[config.mk]
export PLATFORM = sky130hd
export DESIGN_NAME = sdram_cycle_timing
export DESIGN_NICKNAME = d
export VERILOG_FILES = /design/src/common/sdram_timing_pkg.sv /design/src/common/cycle_timer_if.sv /design/src/cycle_timer.sv /design/src/sdram_cycle_timing.sv
export SDC_FILE = /design/constraint.sdc
export NUM_CORES = 1
export LEC_CHECK = 0
export ABC_AREA = 1
export BUFFER_PORTS_ARGS = -buffer_cell sky130_fd_sc_hd__buf_2
export CORE_ASPECT_RATIO = 1.25
export CORE_MARGIN = 1.5
export CORE_UTILIZATION = 53
export DETAILED_ROUTE_END_ITERATION = 6
export HOLD_SLACK_MARGIN = 0.15
export PLACE_DENSITY = 0.73
export SLEW_MARGIN = 20
export SYNTH_ARGS = -nofsm -noshare
export SYNTH_HDL_FRONTEND = slang
export SYNTH_SLANG_ARGS = --single-unit
[constraint.sdc]
create_clock -name clock_i -period 4.83 [get_ports clock_i]
set_input_delay 0.483 -clock clock_i [delete_from_list [all_inputs] [get_ports clock_i]]
set_output_delay 0.483 -clock clock_i [all_outputs]
set_load 0.02 [all_outputs]
[src/common/sdram_timing_pkg.sv]
// Timing constants, command codes and power states for the SDRAM cycle timing block.
package sdram_timing_pkg;
  // Average clock period of the input clock, in picoseconds.
  localparam int TCK_PS = 20000;
  // Nanosecond parameters, in picoseconds.
  localparam int TRCD_PS = 13125;
  localparam int TRP_PS  = 13125;
  localparam int TRFC_PS = 160000;
  // Cycle counts, rounded up to whole clock cycles.
  localparam logic [7:0] TRCD_NCK = 8'((TRCD_PS + TCK_PS - 1) / TCK_PS);
  localparam logic [7:0] TRP_NCK  = 8'((TRP_PS + TCK_PS - 1) / TCK_PS);
  localparam logic [7:0] TRFC_NCK = 8'((TRFC_PS + TCK_PS - 1) / TCK_PS);
  // Short calibration window, in clock cycles.
  localparam logic [7:0] ZQCS_NCK = 8'h40;
  // Internal write start offset after write latency.
  localparam logic [7:0] WR_START_BL8 = 8'h04;
  localparam logic [7:0] WR_START_BC4 = 8'h02;
  // Impedance code step applied by one short calibration.
  localparam logic [5:0] ZQ_STEP     = 6'h01;
  localparam logic [5:0] ZQ_CODE_RST = 6'h20;

  // Command codes as decoded from the command pins.
  typedef enum logic [2:0] {
    CMD_NOP  = 3'h0,
    CMD_ACT  = 3'h1,
    CMD_PRE  = 3'h2,
    CMD_REF  = 3'h3,
    CMD_WR   = 3'h4,
    CMD_WRA  = 3'h5,
    CMD_MRS  = 3'h6,
    CMD_ZQCS = 3'h7
  } cmd_t;

  // Power state of the device.
  typedef enum logic [2:0] {
    PWR_ACTIVE  = 3'b001,
    PWR_PENDING = 3'b010,
    PWR_DOWN    = 3'b100
  } pwr_t;
endpackage : sdram_timing_pkg

[src/common/cycle_timer_if.sv]
// Load and status signals between the timing block and one cycle timer.
`timescale 1ns/1ps
`default_nettype none
interface cycle_timer_if;
  logic       load;   // Load the counter this cycle.
  logic [7:0] value;  // Cycles to count.
  logic       busy;   // Counter is not yet zero.
  logic       last;   // Counter holds one, so it ends at the next edge.

  modport ctl (output load, output value, input busy, input last);
  modport tmr (input load, input value, output busy, output last);
endinterface : cycle_timer_if
`default_nettype wire

[src/cycle_timer.sv]
// Down counter that measures a delay in whole clock edges.
`timescale 1ns/1ps
`default_nettype none
module cycle_timer (
  // Clock and reset.
  input wire logic   clock_i,
  input wire logic   rst_i,
  // Control from the owner.
  cycle_timer_if.tmr t
);
  logic [7:0] cnt;  // Remaining cycles.

  // A load restarts the count; otherwise it falls by one per edge to zero.
  always_ff @(posedge clock_i or posedge rst_i)
  begin
    if (rst_i)
      cnt <= 8'h00;
    else if (t.load)
      cnt <= t.value;
    else if (cnt != 8'h00)
      cnt <= cnt - 8'h01;
  end

  assign t.busy = (cnt != 8'h00);
  assign t.last = (cnt == 8'h01);
endmodule : cycle_timer
`default_nettype wire

[src/sdram_cycle_timing.sv]
// Device-side command spacing, write start, power-down entry and short calibration.
`timescale 1ns/1ps
`default_nettype none
// How it works
// - Device honours rounded-up nanosecond cycle counts.
// - Write starts WL+4, or WL+2 fixed chop.
// - Power-down applies after pending operations finish.
// - Write recovery is the programmed cycle value.
// - Short calibration corrects within 64 cycles; here one command moves the code one ZQ_STEP toward the reference.
module sdram_cycle_timing (
  // Clock and reset.
  input  wire logic                 clock_i,
  input  wire logic                 rst_i,
  // Command pins, decoded.
  input  wire logic                 cke_i,
  input  wire sdram_timing_pkg::cmd_t cmd_i,
  // Mode register settings.
  input  wire logic [3:0]           wl_i,
  input  wire logic [4:0]           wr_cycles_i,
  input  wire logic                 bc4_fixed_i,
  // Calibration reference.
  input  wire logic [5:0]           zq_target_i,
  // Status.
  output logic                      row_busy_o,
  output logic                      wr_start_o,
  output logic                      wr_prech_o,
  output logic                      power_down_o,
  output logic                      zq_busy_o,
  output logic                      zq_done_o,
  output logic [5:0]                zq_code_o,
  output logic                      timing_error_o
);
  // Spacing from a precharge to the next accepted row command.
  localparam int PRE_D = int'(sdram_timing_pkg::TRP_NCK);
  // Calibration window length.
  localparam int ZQ_D  = int'(sdram_timing_pkg::ZQCS_NCK);

  cycle_timer_if row_t ();   // Activation, precharge and refresh in progress.
  cycle_timer_if wst_t ();   // Delay from write command to internal write start.
  cycle_timer_if wrec_t ();  // Write recovery before auto-precharge.
  cycle_timer_if zq_t ();    // Short calibration window.

  cycle_timer u_row  (.clock_i(clock_i), .rst_i(rst_i), .t(row_t));
  cycle_timer u_wst  (.clock_i(clock_i), .rst_i(rst_i), .t(wst_t));
  cycle_timer u_wrec (.clock_i(clock_i), .rst_i(rst_i), .t(wrec_t));
  cycle_timer u_zq   (.clock_i(clock_i), .rst_i(rst_i), .t(zq_t));

  sdram_timing_pkg::pwr_t pwr;       // Power state.
  sdram_timing_pkg::pwr_t next_pwr;  // Power state for the next edge.
  logic active;                      // Commands are taken only in the active state.
  logic row_cmd;                     // Command that occupies the row machinery.
  logic wr_cmd;                      // Write with or without auto-precharge.
  logic ap_pend;                     // Auto-precharge waits for write recovery.
  logic any_busy;                    // Some operation is still running.
  logic row_free;                    // Row timer is idle or ends at this edge.

  assign active  = (pwr == sdram_timing_pkg::PWR_ACTIVE) && cke_i;
  assign row_cmd = active && ((cmd_i == sdram_timing_pkg::CMD_ACT) ||
                              (cmd_i == sdram_timing_pkg::CMD_PRE) ||
                              (cmd_i == sdram_timing_pkg::CMD_REF));
  assign wr_cmd  = active && ((cmd_i == sdram_timing_pkg::CMD_WR) ||
                              (cmd_i == sdram_timing_pkg::CMD_WRA));
  assign any_busy = row_t.busy || wst_t.busy || wrec_t.busy || zq_t.busy || ap_pend;
  // A count of N loaded at edge T still reads one at edge T+N. That last cycle
  // must already take the next command, or a rounded-up spacing is refused.
  assign row_free = !row_t.busy || row_t.last;

  // Row timer. The recovery-driven precharge wins over a command in the same
  // cycle; that command is dropped, and is flagged below only if the row timer still runs.
  always_comb
  begin
    row_t.load  = 1'b0;
    row_t.value = 8'h00;
    if (wrec_t.last && ap_pend)
    begin
      row_t.load  = 1'b1;
      row_t.value = sdram_timing_pkg::TRP_NCK;
    end
    else if (row_cmd && row_free)
    begin
      row_t.load = 1'b1;
      unique case (cmd_i)
        sdram_timing_pkg::CMD_ACT: row_t.value = sdram_timing_pkg::TRCD_NCK;
        sdram_timing_pkg::CMD_PRE: row_t.value = sdram_timing_pkg::TRP_NCK;
        default:                   row_t.value = sdram_timing_pkg::TRFC_NCK;
      endcase
    end
  end

  // Write start delay: write latency plus the burst-dependent offset. A second
  // write before the first has started restarts the delay; the controller
  // model spaces writes one edge apart, so only the bench's waits prevent that.
  always_comb
  begin
    wst_t.load  = wr_cmd;
    wst_t.value = {4'h0, wl_i} + (bc4_fixed_i ? sdram_timing_pkg::WR_START_BC4
                                              : sdram_timing_pkg::WR_START_BL8);
  end

  // Write recovery is counted from the internal write start in the cycles
  // programmed in the mode register, not from any nanosecond figure.
  always_comb
  begin
    wrec_t.load  = wst_t.last;
    wrec_t.value = {3'h0, wr_cycles_i};
  end

  // Calibration window opens on a short calibration command when idle.
  always_comb
  begin
    zq_t.load  = active && (cmd_i == sdram_timing_pkg::CMD_ZQCS) && !zq_t.busy;
    zq_t.value = sdram_timing_pkg::ZQCS_NCK;
  end

  // Auto-precharge request: set by a write with precharge, cleared when the
  // recovery ends and the precharge is launched.
  always_ff @(posedge clock_i or posedge rst_i)
  begin
    if (rst_i)
      ap_pend <= 1'b0;
    else if (wr_cmd && (cmd_i == sdram_timing_pkg::CMD_WRA))
      ap_pend <= 1'b1;
    else if (wrec_t.last)
      ap_pend <= 1'b0;
  end

  // Power state. Clock-enable low is accepted at any time, but the low-power
  // state only takes effect once every running operation has finished.
  always_comb
  begin
    next_pwr = pwr;
    unique case (pwr)
      sdram_timing_pkg::PWR_ACTIVE:
      begin
        if (!cke_i)
          next_pwr = any_busy ? sdram_timing_pkg::PWR_PENDING
                              : sdram_timing_pkg::PWR_DOWN;
      end
      sdram_timing_pkg::PWR_PENDING:
      begin
        if (cke_i)
          next_pwr = sdram_timing_pkg::PWR_ACTIVE;
        else if (!any_busy)
          next_pwr = sdram_timing_pkg::PWR_DOWN;
      end
      sdram_timing_pkg::PWR_DOWN:
      begin
        if (cke_i)
          next_pwr = sdram_timing_pkg::PWR_ACTIVE;
      end
      default: next_pwr = sdram_timing_pkg::PWR_ACTIVE;
    endcase
  end

  // Power state register.
  always_ff @(posedge clock_i or posedge rst_i)
  begin
    if (rst_i)
      pwr <= sdram_timing_pkg::PWR_ACTIVE;
    else
      pwr <= next_pwr;
  end

  // Registered status outputs; each lags its internal source by one edge.
  always_ff @(posedge clock_i or posedge rst_i)
  begin
    if (rst_i)
    begin
      row_busy_o   <= 1'b0;
      wr_start_o   <= 1'b0;
      wr_prech_o   <= 1'b0;
      power_down_o <= 1'b0;
      zq_busy_o    <= 1'b0;
    end
    else
    begin
      row_busy_o   <= row_t.busy;
      wr_start_o   <= wst_t.last;
      wr_prech_o   <= wrec_t.last && ap_pend;
      power_down_o <= (next_pwr == sdram_timing_pkg::PWR_DOWN);
      zq_busy_o    <= zq_t.busy;
    end
  end

  // Calibration: one step of the impedance code toward the reference per
  // command. The step size bounds how far drift may run between commands.
  always_ff @(posedge clock_i or posedge rst_i)
  begin
    if (rst_i)
    begin
      zq_code_o <= sdram_timing_pkg::ZQ_CODE_RST;
      zq_done_o <= 1'b0;
    end
    else
    begin
      zq_done_o <= zq_t.last;
      if (zq_t.last && (zq_code_o < zq_target_i))
        zq_code_o <= zq_code_o + sdram_timing_pkg::ZQ_STEP;
      else if (zq_t.last && (zq_code_o > zq_target_i))
        zq_code_o <= zq_code_o - sdram_timing_pkg::ZQ_STEP;
    end
  end

  // A row command that lands while the row counter still runs is too early.
  // A command exactly at the rounded count is honoured, since the counter is
  // in its last cycle then. The flag stays set until reset.
  always_ff @(posedge clock_i or posedge rst_i)
  begin
    if (rst_i)
      timing_error_o <= 1'b0;
    else if (row_cmd && !row_free)
      timing_error_o <= 1'b1;
  end

  // Helper for checking: cycles since the last write and its expected delay.
  logic [7:0] since_wr;
  logic [7:0] exp_wst;
  logic [7:0] since_st;
  logic [7:0] exp_rec;
  always_ff @(posedge clock_i or posedge rst_i)
  begin
    if (rst_i)
    begin
      since_wr <= 8'h00;
      exp_wst  <= 8'h00;
      since_st <= 8'h00;
      exp_rec  <= 8'h00;
    end
    else
    begin
      since_wr <= wr_cmd ? 8'h01 : ((since_wr == 8'hff) ? since_wr : since_wr + 8'h01);
      since_st <= wst_t.last ? 8'h01 : ((since_st == 8'hff) ? since_st : since_st + 8'h01);
      if (wr_cmd)
        exp_wst <= {4'h0, wl_i} + (bc4_fixed_i ? 8'h02 : 8'h04);
      if (wst_t.last)
        exp_rec <= {3'h0, wr_cycles_i} + 8'h01;
    end
  end
endmodule : sdram_cycle_timing
`default_nettype wire

Word level (Yosys, flattened, before mapping)
Index checks and enable logic that the tools add are counted.

word-level totals
  ROM bits = 0
  word-level logic and storage cells = 94
  input bits = 22
  register bits = 49
  latch bits = 0
  output and inout port bits = 13
  memories kept = 0
  memory bits (writable) = 0

cells by class
  eq/ne operators = 14
  shifts and indexed selects = 0
  add/sub/neg operators = 7
  $mul = 0
  mux-type cells = 24
  reduce and logical (&&, ||, !) cells = 33
  order comparisons = 2
  bitwise operators = 0
  divide/modulo/power cells = 0

operators with widths
  cell                   number
  $mux W8                8
  $eq A8 B1 Y1 const B   4
  $reduce_bool A8 Y1     4
  $sub A8 B1 Y8 const B  4
  $mux W3                6
  $eq A3 B3 Y1 const B   5
  $mux W4                3
  $mux W6                2
  $reduce_bool A2 Y1     6
  $logic_and A1 B1 Y1    11
  $eq A3 B2 Y1 const B   3
  $pmux W3 S3            1
  $logic_or A1 B1 Y1     8
  $add A6 B1 Y6 const B  1
  $eq A3 B1 Y1 const B   2
  $gt A6 B6 Y1           1
  $lt A6 B6 Y1           1
  $sub A6 B1 Y6 const B  1
  $add A4 B3 Y5          1
  $mux W1                4
  $logic_not A1 Y1       3
  $reduce_or A2 Y1       1

Longest topological paths before layout
Gate-level depths: netlist (run 1).

  depth after elaboration = 9
  mapped depth = 17
  depth with buffers taken out = 17

Modules after synthesis
Synthesis (run 1) repeated with hierarchy kept, for this count alone.

unflattened totals
  cells, all modules = 461
  area total of the unflattened synthesis = 3509.6 sq um

by module, submodules not included
  module              cells each  times used  area an instance (sq um)  seq. area each (sq um)
  cycle_timer         77          4           570.5                     200.2
  sdram_cycle_timing  153         1           1227.4                    427.9

Least setup slack after synthesis (run 1)
OpenSTA, ideal clock, no wires.

  path kind = flip-flop to flip-flop
  from = register zq_code_o[5]
  to = register zq_code_o[3]
  arrival = 2.244 ns
  library setup time = 0.122 ns
  cell stages (with the launch flop) = 9
  clock period less this slack = 2.366 ns
  buffers on the path = 0
  path slack = 2.464 ns
  data required time = 4.708 ns
  cell sequence = dfstp_2 -> ha_1 -> a21oi_1 -> nand4_4 -> ha_1 -> a21oi_1 -> o21ai_0 -> xnor2_1 -> a21oi_2

between the ends
  word-level cells in the longest chain between the ends = 3
  elaborated cells between the ends (all ways) = 6
  classes of those cells = order compare: 2; mux: 1; reduce/logical: 3

ends and longest elaborated chain
  what                                           RTL line                                              source
  start: declaration                             sdram_cycle_timing.sv:30                              output logic [5:0] zq_code_o,
  start signal: assignment                       sdram_cycle_timing.sv:191                             zq_code_o <= sdram_timing_pkg::ZQ_CODE_RST;
  start signal: assignment                       sdram_cycle_timing.sv:198                             zq_code_o <= zq_code_o + sdram_timing_pkg::ZQ_STEP;
  start signal: assignment                       sdram_cycle_timing.sv:200                             zq_code_o <= zq_code_o - sdram_timing_pkg::ZQ_STEP;
  $lt A6 B6 Y1 or $gt A6 B6 Y1 (tied branches)   sdram_cycle_timing.sv:197, sdram_cycle_timing.sv:199
  $logic_and A1 B1 Y1 (on tied branches)         sdram_cycle_timing.sv:197, sdram_cycle_timing.sv:199
  $mux W6 or $reduce_bool A2 Y1 (tied branches)  --

Parallel ways exist; a longest one is shown, timed or not.
A chain may end at the register's enable or synchronous reset.

Worst setup path after layout (run 1)
Same ends and word-level chain as after synthesis.

==> metrics.md, run 1 <==
| Metric | Value |
|---|---|
| Asr flop ratio synth | 100% |
| Row count | 30 |
| Critical path type | reg -> reg |
| CTS root buf | clkbuf_8 |
| Number of synthesized flops with an enable pin | 0 |
| CP Cell Sequence | ha_1 -> a21oi_1 -> nand4_4 -> ha_1 -> a21oi_1 -> o21ai_0 -> xnor2_1 -> a21oi_2 |
| Layout Nets | 446 |
| Status | finished, final reports clean |
| Finished Layout Cells | 463 |
| Cell variety after synth | 34 |
| Post-synthesis mux area share | 0% |
| Synth Area in Adders | 11.2% |
| Slowest-stage cell, CP | dfstp_2 |
| Post-Synth XOR/XNOR Area | 6.58% |
| Core Footprint | roughly 5500 um^2 |
| Die height | 87.7 um |
| Critical Path AT | 2.68 ns |
| Seq/Total Area, Yosys | 40.4% |
| Grt total ovfl | 0 |
| Hold_buf cts | 0 |
| Worst Skew | a little under 0.009 ns |
| DR pass1 iterations | 4 |
| CTS tree | yes |
| GP Congestion | approximately 0.85 |
| Syn Area/Cell | 8.47 um^2 |
| Max-cap check violation count | 0 |
| TNS Setup | 0 ns |
| Worst slew pin tran | 0.819 ns |
| Initial antenna violation count | 0 |
| Vias in the first global route | around 2,200 |
| Compound-Gate Fraction of Synth Area | a little under 9% |
| Synth Register Bits | 49 |
| CTS buffer count | 5 |
| Synthesis Warnings | 0 |
| Largest family of logic cells by synthesized area | simple AND/OR/NAND/NOR gates |
| Post-CTS setup buffers | 0 |
| First-pass GRT wire length | about 9.4 mm |
| Simple-gate share of the synthesized area | about a quarter |
| Hold Path Class | in -> async |
| Routed WL | 5.25 mm |
| Placed cells | 455 |
| Data required, critical path | 5.02 ns |
| Total number of vias | about 2,400 |
| Drt wl/cell | 11.3 um |
| Setup crit end kind | flop |
| Worst skew pair latency | about 0.30 ns |
| Pwr dens | 438 nW/um^2 |
| Resize count post-CTS | 0 |
| Initial core utilization | 55.5% |
| Iteration-0 DRC count of the detailed router | roughly 110 |
| ANT nets after route | 0 |
| Detailed Place HPWL | 4.04 mm |
| Die outline width | just over 70 um |
| Synth Cell Area | 3040 um^2 |
| FMAX | 402 MHz |
| Finish-stage setup viols | 0 |
| Buffers on Ports | 34 |
| DR vias/cell | around 5 |
| Clk buf depth | 2 |
| H-tree Lvls | 2 |
| Post-Syn Instances | between 300 and 400 |
| P&R area growth vs syn | 11.9% |
| Share of cells above drive strength 1 | roughly 18% |
| Io pins | 35 |
| RSZ-0062 raised after global routing | false |
| # DRC | 0 |
| Final Core Density | 62.1% |
| Max incr delay on CP | 0.57 ns |
| Peak VDD IR | 0.257 mV |
| Worst Path Max Fanout | 8 |
| Pins Over Slew Limit | 0 |
| Syn_nets | 407 |
| Main flop type after synthesis | dfrtp_1 |
| Clock transition at the registers of the reported paths | roughly 0.090 ns |
| Fillers | ~490 |
| Period minus WS final | 2.49 ns |
| Total power | 1.49 mW |
| Slew HR | 45.3% |
| Final hold violations | 0 |
| Leakage | 1.77 nW |
| Gr usage total | 18.9% |
| Die area | 6200 um^2 |
| Part of the cycle the worst path needs | 51.6% |
| Sink Count | 49 |
| Nature of the critical path startpoint | flop |
| Pin count of the biggest net entering global routing | 50 |
| Diode count | 0 |
## metal layers
metal  up-vias  GRT usage (%)  wire [um]
met3         6           2.88        184
met4         0           6.17         76
li1       1228              -          -
met1      1103           22.0       2230
met5         -              0          0
met2        43           35.3       2750
## synth_stat cells, types with 2 or more instances
library cell  instances  share of area [%]
buf_2                 2               0.33
nand3_1              19                3.1
xor2_1               10                2.9
ha_1                 24                9.9
nand2_4               3                1.1
a21oi_1              13                2.1
dfrtp_1              47                 39
nand3_2               3               0.99
dfstp_2               2                1.7
nor3b_1               2               0.49
inv_2                 3               0.37
nor3_1               11                1.8
nand4_1               5                1.0
o21ai_0              20                3.3
nor2_1               33                4.1
nor2_4                4                1.5
o21ai_1               3               0.49
nor2_2                3               0.62
o211ai_1              5                1.2
xnor2_1              11                3.2
inv_1                54                6.7
nand2_1              67                8.3
a21oi_2               3               0.86
fa_1                  2                1.3
## critical path: cells and delay by family (launching register included)
kind,cells,cell delay (ns)
AOI/OAI and AO/OA,4,0.78
adders and majority gates,2,0.62
DFF,1,0.57
and+or+nand+nor,1,0.22
xor gates and xnor gates,1,0.20
## cell type report
cell class,instances,area [um^2],area share [%]
multi-input combinational,251,1590,46.7
sequential,49,1230,36.1
inverter,57,215,6.33
timing repair buffer,34,170,5.00
clock buffer,6,82.6,2.43
tap,64,80.1,2.35
clock inverter,2,37.5,1.10
## power by group
part,internal (mW),leakage (nW),switching (mW),total (mW)
logic,0.224,1.11,0.321,0.545
registers,0.539,0.603,0.0993,0.638
clock network,0.168,0.0574,0.137,0.306
total,0.931,1.77,0.557,1.49
## cell usage in the layout, fill, tap and decap left out, types with 11 or more instances in the layout
| cell | n |
|---|---|
| xnor2_1 | 11 |
| buf_2 | 34 |
| inv_1 | 53 |
| nand3_1 | 19 |
| nor2_1 | 33 |
| ha_1 | 24 |
| nor3_1 | 11 |
| dfrtp_1 | 47 |
| nand2_1 | 67 |
| a21oi_1 | 13 |
| o21ai_0 | 20 |
## stage by stage
step	setup WS (ns)	cell area (um^2)	hold WS, ns
3_5_place_dp	2.26	3280	0.464
3_3_place_gp	2.35	3280	0.445
6_report	2.34	3400	0.299
2_1_floorplan	2.46	3040	0.456
5_1_grt	2.19	3400	0.383
4_1_cts	2.34	3400	0.368
## state kept, by name, indices dropped and copies added (netlist names)
register        flops
u_row.cnt           8
u_zq.cnt            8
power_down_o        1
u_wrec.cnt          8
ap_pend             1
pwr                 3
zq_done_o           1
wr_prech_o          1
zq_busy_o           1
wr_start_o          1
zq_code_o           6
row_busy_o          1
timing_error_o      1
u_wst.cnt           8
## logic make-up (layout without fill, tap and decap cells)
logic type                 after synthesis  in the layout
xor gates and xnor gates                22             22
DFF                                     49             49
adders and majority gates               26             26
AOI/OAI and AO/OA                       47             47
buffers and inverters                   59             99
and+or+nand+nor                        156            156
## path summary, 6_finish.rpt
check                      cells after the start  slack [ns]        endpoint           start
setup reg to reg                               8        2.34    zq_code_o[3]    zq_code_o[5]
max in group asynchronous                      2        4.04    zq_code_o[2]           rst_i
min in group clock_i                           3        0.37   u_wrec.cnt[0]  wr_cycles_i[0]
hold / removal                                 2        0.30       zq_busy_o           rst_i
setup / recovery                               8        2.34    zq_code_o[3]    zq_code_o[5]
hold reg to reg                                2        0.49  timing_error_o  timing_error_o
(Power assumes the default switching activity.)
==> run 2, diff against run 1 <==
ABC_AREA = 0   (was 1)
PLACE_DENSITY = 0.74   (was 0.73)
clock period = 2.5 ns   (was 4.83 ns; I/O delays follow)
==> run 2 against run 1 <==
Against the previous run:
- the run now ends with setup timing left
- die area shrank 6.1%
- non-clock buffer count grew 31
- first-iteration DRC count shrank 47%
- critical endpoint is now zq_code_o[5]
- sequential power grew 140%
- combinational power grew to 3.7 times the previous value
- largest cell class unchanged
- via count shrank 6.3%
- power grew to 2.8 times the previous value
- count of clock-buffer cells in the layout is the same
- synthesized cell count shrank 22%
- critical path type unchanged
==> metrics.md, run 2 <==
| Metric | Value |
|---|---|
| Status | finished, violations left |
| Failing checks | setup timing |
| Post-Synth XOR/XNOR Area | 9.53% (+2.9 points) |
| Row count | 29 (-3.3%) |
| Syn_nets | 328 (-19%) |
| Critical Path AT | 2.86 ns (+0.18 ns) |
| Cell-internal power | 2.52 mW (+170%) |
| Routed WL | 5.48 mm (+4.5%) |
| Gr usage total | 21.2% (+2.4 points) |
| Sequential cell area | 1230 um^2 (+0.31%) |
| Placed Instance Area | 3350 um^2 (+2.1%) |
| Setup crit end kind | flop |
| Die area | 5820 um^2 (-6.1%) |
| First-pass GRT wire length | 9.52 mm (+0.73%) |
| Finish-stage setup viols | 2 (+2) |
| Post-Syn Instances | 280 (-22%) |
| Most common cell after layout, fill and taps aside | dfrtp_1 |
| Largest family of logic cells by synthesized area | simple AND/OR/NAND/NOR gates |
| P&R area growth vs syn | 24.3% |
| Top cells by area, synth | dfrtp_1 (41%), ha_1 (11%), xnor2_1 (4.9%) |
| Share of Yosys cell area claimed by the top area cell type | 41.3% (+2.6 points) |
| Critical Path Start | zq_code_o[3] |
| Iteration-0 DRC count of the detailed router | 59 (-47%) |
| # DRC | 0 (unchanged) |
| Syn Area/Cell | 10.2 um^2 (+20%) |
| Initial antenna violation count | 0 (unchanged) |
| Synth Cell Area | 2850 um^2 (-6.3%) |
| H-tree Lvls | 2 (unchanged) |
| Worst slew pin tran | 0.677 ns (-0.142 ns) |
| Detailed Place HPWL | 4.20 mm (+4.0%) |
| RSZ-0062 raised after global routing | true |
| Clock Power Share | 14.4% (-6.1 points) |
| DR vias/cell | 5.39 (+4.8%) |
| Die height | 85.0 um (-3.1%) |
| Post-synthesis mux area share | 2.64% (+2.6 points) |
| Asr flop ratio synth | 100% (unchanged) |
| Seq/Total Area, Yosys | 43.1% (+2.7 points) |
| Fillers | 399 (-19%) |
| Peak VDD IR | 0.753 mV (+190%) |
| ANT nets after route | 0 (unchanged) |
| Worst Path Max Fanout | 6 (-2) |
| Synth Area in Adders | 12.0% (+0.76 points) |
| Period minus WS final | 2.62 ns (+0.130 ns) |
| Cell variety after synth | 48 (+41%) |
| Layout Nets | 399 (-11%) |
| Grt total ovfl | 0 (unchanged) |
| Hold Path Class | in -> reg |
| Data required, critical path | 2.74 ns (-2.28 ns) |
| Synth Register Bits | 49 (unchanged) |
| Pwr dens | 1160 nW/um^2 (+160%) |
| Vias in the first global route | 2,276 (+1.9%) |
| Slew HR | 54.8% (+9.5 points) |
| Worst skew pair latency | 0.30 ns (about the same) |
| Top cell type by total area after synthesis | dfrtp_1 |
| Clk buf depth | 2 (unchanged) |
| Total number of vias | 2,231 (-6.3%) |
| Clock transition at the registers of the reported paths | 0.09 ns (about the same) |
| TNS Setup | -0.164 ns (-0.164 ns) |
| Part of the cycle the worst path needs | 105% (+53 points) |
| Initial core utilization | 55.7% (+0.18 points) |
| FF-to-FF Start | zq_code_o[3] |
| CTS buffer count | 5 (unchanged) |
| Top-count cell post-synth | dfrtp_1 |
| Max-cap check violation count | 0 (unchanged) |
| Pins Over Slew Limit | 0 (unchanged) |
| Synthesis Warnings | 0 (unchanged) |
| CTS root buf | clkbuf_8 |
| Die outline width | 68.6 um (-3.1%) |
| CTS tree | yes |
| Final worst-path setup slack | -0.120 ns (-2.46 ns) |
| Compound-Gate Fraction of Synth Area | 10.5% (+1.8 points) |
| Drt wl/cell | 13.2 um (+17%) |
| Buffers on Ports | 34 (unchanged) |
| Total power | 4.10 mW (+180%) |
| Net Sw Power | 1.58 mW (+180%) |
| Pin count of the biggest net entering global routing | 32 (-36%) |
| Multi-input logic area | 1610 um^2 (+1.4%) |
| Number of synthesized flops with an enable pin | 0 (unchanged) |
| GP Congestion | 0.819 (-3.4%) |
| Io pins | 35 (unchanged) |
| Sequential power share | 36.5% (-6.4 points) |
| Logic gate share of total power | 49.1% (+13 points) |
| HP Start | wr_cycles_i[2] |
| Hold slack final | 0.155 ns (-0.144 ns) |
| Core Footprint | 5120 um^2 (-6.6%) |
| Final hold violations | 0 (unchanged) |
| Sw frac | 38.6% (+1.1 points) |
| Critical path type | reg -> reg |
| Share of cells above drive strength 1 | 27.3% (+9.7 points) |
| Most frequent cells in the layout | dfrtp_1 (44), buf_2 (34), nor2_1 (29), buf_4 (26), inv_1 (21) |
| Leakage | 1.66 nW (-6.2%) |
| Simple-gate share of the synthesized area | 19.2% (-6.5 points) |
| Nature of the critical path startpoint | flop |
| Worst Skew | 0.0100 ns (+0.00123 ns) |
| FMAX | 382 MHz (-5.0%) |
| Main flop type after synthesis | dfrtp_1 |
| Diode count | 0 (unchanged) |
| Final instance area | 3540 um^2 (+4.0%) |
| Commonest cells in the netlist | dfrtp_1 (47), nor2_1 (29), ha_1 (24) |
| DR pass1 iterations | 4 (unchanged) |
| Sink Count | 49 (unchanged) |
run 2: logic make-up (layout without fill, tap and decap cells):
family / Yosys count / count (layout)
AOI/OAI and AO/OA: 46 / 46
xor gates and xnor gates: 31 / 31
adders and majority gates: 26 / 26
buffers and inverters: 23 / 95
DFF: 49 / 49
muxes: 7 / 7
and+or+nand+nor: 98 / 98
run 2: worst paths after layout:
check / endpoint / slack [ns] / depth (start not counted)
setup reg to reg: zq_code_o[5] / -0.12 / 10
hold / removal: u_wrec.cnt[2] / 0.16 / 3
hold reg to reg: timing_error_o / 0.46 / 1
min in group asynchronous: zq_done_o / 0.59 / 3
max in group asynchronous: pwr[1] / 1.29 / 4
setup / recovery: zq_code_o[5] / -0.12 / 10
run 2: area by class of cell:
cell class | count | share of cell area, %
sequential | 49 | 34.8
multi-input combinational | 208 | 45.5
tap | 62 | 2.19
inverter | 22 | 2.33
clock buffer | 6 | 2.33
timing repair buffer | 65 | 11.7
clock inverter | 2 | 1.06
run 2: what timing repair did:
action                     in CTS  in global routing
setup endpoints to repair       4                  4
hold endpoints to repair       31                  0
pin swaps                       7                  0
resized for setup               2                  0
buffers inserted                2                  0
hold buffers                    5                  0
run 2: metal layers:
metal  GRT usage, %  share of wire [%]
met5              0                  0
met4           7.09                1.8
met3           4.38                3.5
met2           38.2                 52
met1           24.0                 42
run 2: power groups by stage:
| stage | Clock (mW) | Combinational [mW] | Sequential (mW) |
|---|---|---|---|
| detailed placement | 0 | 1.99 | 1.51 |
| global route | 0.637 | 2.25 | 1.55 |
| floorplan | 0 | 1.30 | 1.57 |
| CTS | 0.609 | 2.03 | 1.50 |
| global placement | 0 | 1.93 | 1.49 |
| finish | 0.592 | 2.01 | 1.50 |
run 2: critical path, stage by stage (launching register included):
cell	delay, ns
dfrtp_2	0.43
ha_4	0.22
a211oi_2	0.20
o2111ai_1	0.17
or3_4	0.43
ha_1	0.32
o21ai_1	0.10
o21bai_1	0.11
a21oi_1	0.19
mux2i_1	0.24
xor2_1	0.16
run 2: through the flow:
| step | instances | setup WS [ns] | util (%) |
|---|---|---|---|
| after global routing | 414 | -0.256 | 69.2 |
| after detailed placement | 399 | -0.247 | 65.5 |
| after CTS | 414 | -0.128 | 69.2 |
| after global placement | 399 | -0.110 | 65.5 |
| final | 414 | -0.120 | 69.2 |
| after floorplan | 280 | -0.114 | - |
==> run 3, diff against run 2 <==
CORE_UTILIZATION = 40   (was 53)
PLACE_DENSITY = unset   (was 0.74)
==> run 3 against run 2 <==
Against the previous run:
- the flow still finishes with violations (setup timing)
- die area is 31% higher
- non-clock buffer count increased by 2
- worst hold slack better by 0.033 ns
- via count fell by 0.63%
- critical path depth stayed put
- register-to-register slack better by 0.02 ns
- combinational power up 3%
- design area up 1.4%
- fmax grew 0.62%
- sequential power about the same
- cell count up 7.2%
- first-iteration DRC count decreased by 6.8%
- critical path type unchanged
- critical endpoint unchanged
- largest power group unchanged
==> metrics.md, run 3 (same netlist as run 2, synthesis figures left out) <==
| Metric | Value |
|---|---|
| Status | finished, violations left |
| Failing checks | setup timing |
| DR vias/cell | 4.99 (-7.3%) |
| Met3 Usage GRT | 2.25% (-2.1 points) |
| DR pass1 iterations | 4 (unchanged) |
| Routed WL | 5.71 mm (+4.2%) |
| Pwr dens | 1130 nW/um^2 (-2.5%) |
| Final hold violations | 0 (unchanged) |
| Die outline width | 78.5 um (+14%) |
| Max incr delay on CP | 0.44 ns (about the same) |
| Pin count of the biggest net entering global routing | 27 (-16%) |
| Layout Nets | 401 (+0.50%) |
| Diode count | 0 (unchanged) |
| Critical path type | reg -> reg |
| Finish-stage setup viols | 2 (unchanged) |
| Slowest-stage cell, CP | dfrtp_2 |
| Worst Skew | 0.0112 ns (+0.00115 ns) |
| CTS root buf | clkbuf_8 |
| First-pass GRT wire length | 10.1 mm (+6.1%) |
| Period minus WS final | 2.60 ns (-0.0161 ns) |
| Share of cells above drive strength 1 | 28.2% (+0.98 points) |
| H-tree Lvls | 2 (unchanged) |
| Critical Path AT | 2.84 ns (-0.02 ns) |
| Most common cell after layout, fill and taps aside | dfrtp_1 |
| Most frequent cells in the layout | dfrtp_1 (44), buf_2 (34), nor2_1 (29), buf_4 (25), inv_1 (21) |
| Leakage | 1.66 nW (+0.23%) |
| Core Footprint | 6930 um^2 (+36%) |
| Sink Count | 49 (unchanged) |
| Die area | 7640 um^2 (+31%) |
| # DRC | 0 (unchanged) |
| RSZ-0062 raised after global routing | true |
| Grt total ovfl | 0 (unchanged) |
| Setup crit end kind | flop |
| Vias in the first global route | 2,273 (-0.13%) |
| ANT nets after route | 0 (unchanged) |
| Worst Path Max Fanout | 6 (unchanged) |
| Iteration-0 DRC count of the detailed router | 55 (-6.8%) |
| Final instance area | 3590 um^2 (+1.4%) |
| Initial antenna violation count | 0 (unchanged) |
| Gr busiest metal | met2 |
| CP top delay family | compound AO/OA/AOI/OAI gates |
| Worst Path Buf+Inv | 0 (unchanged) |
| HP Start | wl_i[0] |
| Total number of vias | 2,217 (-0.63%) |
| CTS tree | yes |
| Gr usage total | 16.5% (-4.7 points) |
| Row count | 34 (+17%) |
| Clock transition at the registers of the reported paths | 0.09 ns (about the same) |
| FF-to-FF Start | zq_code_o[3] |
| Die height | 97.3 um (+15%) |
| Buffers on Ports | 34 (unchanged) |
| Worst skew pair latency | 0.31 ns (about the same) |
| Part of the cycle the worst path needs | 104% (-0.64 points) |
| Clk buf depth | 2 (unchanged) |
| Drt wl/cell | 12.9 um (-2.8%) |
| Final worst-path setup slack | -0.104 ns (+0.0161 ns) |
| Met1 usage | 21.0% (-3.0 points) |
| GP Congestion | 0.826 (+0.87%) |
| Nature of the critical path startpoint | flop |
| Total power | 4.06 mW (-1.1%) |
| Max-cap check violation count | 0 (unchanged) |
| Slew HR | 63.6% (+8.7 points) |
| Placed Instance Area | 3420 um^2 (+2.1%) |
| CTS buffer count | 5 (unchanged) |
| P&R area growth vs syn | 26.1% |
| Detailed Place HPWL | 4.37 mm (+4.0%) |
| Critical Path Start | zq_code_o[3] |
| Met2 Usage GRT | 28.8% (-9.4 points) |
| FMAX | 384 MHz (+0.62%) |
| Worst slew pin tran | 0.546 ns (-0.131 ns) |
| Pins Over Slew Limit | 0 (unchanged) |
| Io pins | 35 (unchanged) |
| Peak VDD IR | 0.522 mV (-31%) |
| CP Cell Sequence | ha_4 -> a211oi_2 -> o2111ai_2 -> or3_4 -> ha_4 -> a211oi_2 -> o21bai_1 -> a21oi_1 -> mux2i_1 -> xor2_1 |
| Data required, critical path | 2.73 ns (about the same) |
| Initial core utilization | 41.1% (-15 points) |
| Hold Path Class | in -> reg |
[run 3: final cells by class]
| type | instances | area (um^2) |
|---|---|---|
| Sequential cell | 49 | 1230 |
| Timing Repair Buffer | 67 | 449 |
| Inverter | 22 | 82.6 |
| Fill cell | 651 | 3340 |
| Clock inverter | 3 | 21.3 |
| Clock buffer | 5 | 68.8 |
| Multi-Input combinational cell | 208 | 1620 |
| Tap cell | 90 | 113 |
[run 3: power breakdown]
| group | switching, mW | internal [mW] |
|---|---|---|
| sequential | 0.336 | 1.16 |
| combinational | 1.00 | 1.08 |
| clock | 0.280 | 0.199 |
[run 3: through the flow]
step / setup WS, ns / cells / hold WS (ns) / util [%] / TNS (ns)
2_1_floorplan: -0.114 / 280 / 0.367 / - / -0.251
5_1_grt: -0.206 / 444 / 0.200 / 51.8 / -0.465
3_5_place_dp: -0.0926 / 430 / 0.340 / 49.3 / -0.197
4_1_cts: -0.0714 / 444 / 0.183 / 51.5 / -0.125
3_3_place_gp: -0.0753 / 430 / 0.334 / 49.3 / -0.112
6_report: -0.104 / 444 / 0.188 / 51.8 / -0.180
[run 3: layer usage]
layer	vias up	wire length [um]	share of wire, %
met1	1047	2570	45
met2	45	2890	51
met5	-	0	0
met4	0	84	1.5
li1	1117	-	-
met3	8	163	2.9
[run 3: path summary, 6_finish.rpt]
check,end,slack [ns],cells past startpoint
setup / recovery,zq_code_o[5],-0.10,10
setup reg to reg,zq_code_o[5],-0.10,10
hold reg to reg,timing_error_o,0.48,1
hold / removal,u_wst.cnt[0],0.19,3
min in group asynchronous,power_down_o,0.54,3
max in group asynchronous,pwr[0],1.37,4
[run 3: timing repair]
action,in CTS,in global routing
gates resized for setup,1,5
hold buffers,6,0
pin swaps,7,4
buffers inserted,0,0
hold endpoints to repair,27,0
endpoints found under the setup margin,4,4
[run 3: worst min-delay path, cell delays in order]
cell	delay, ns
buf_2	0.07
nor2_1	0.03
a21oi_1	0.10
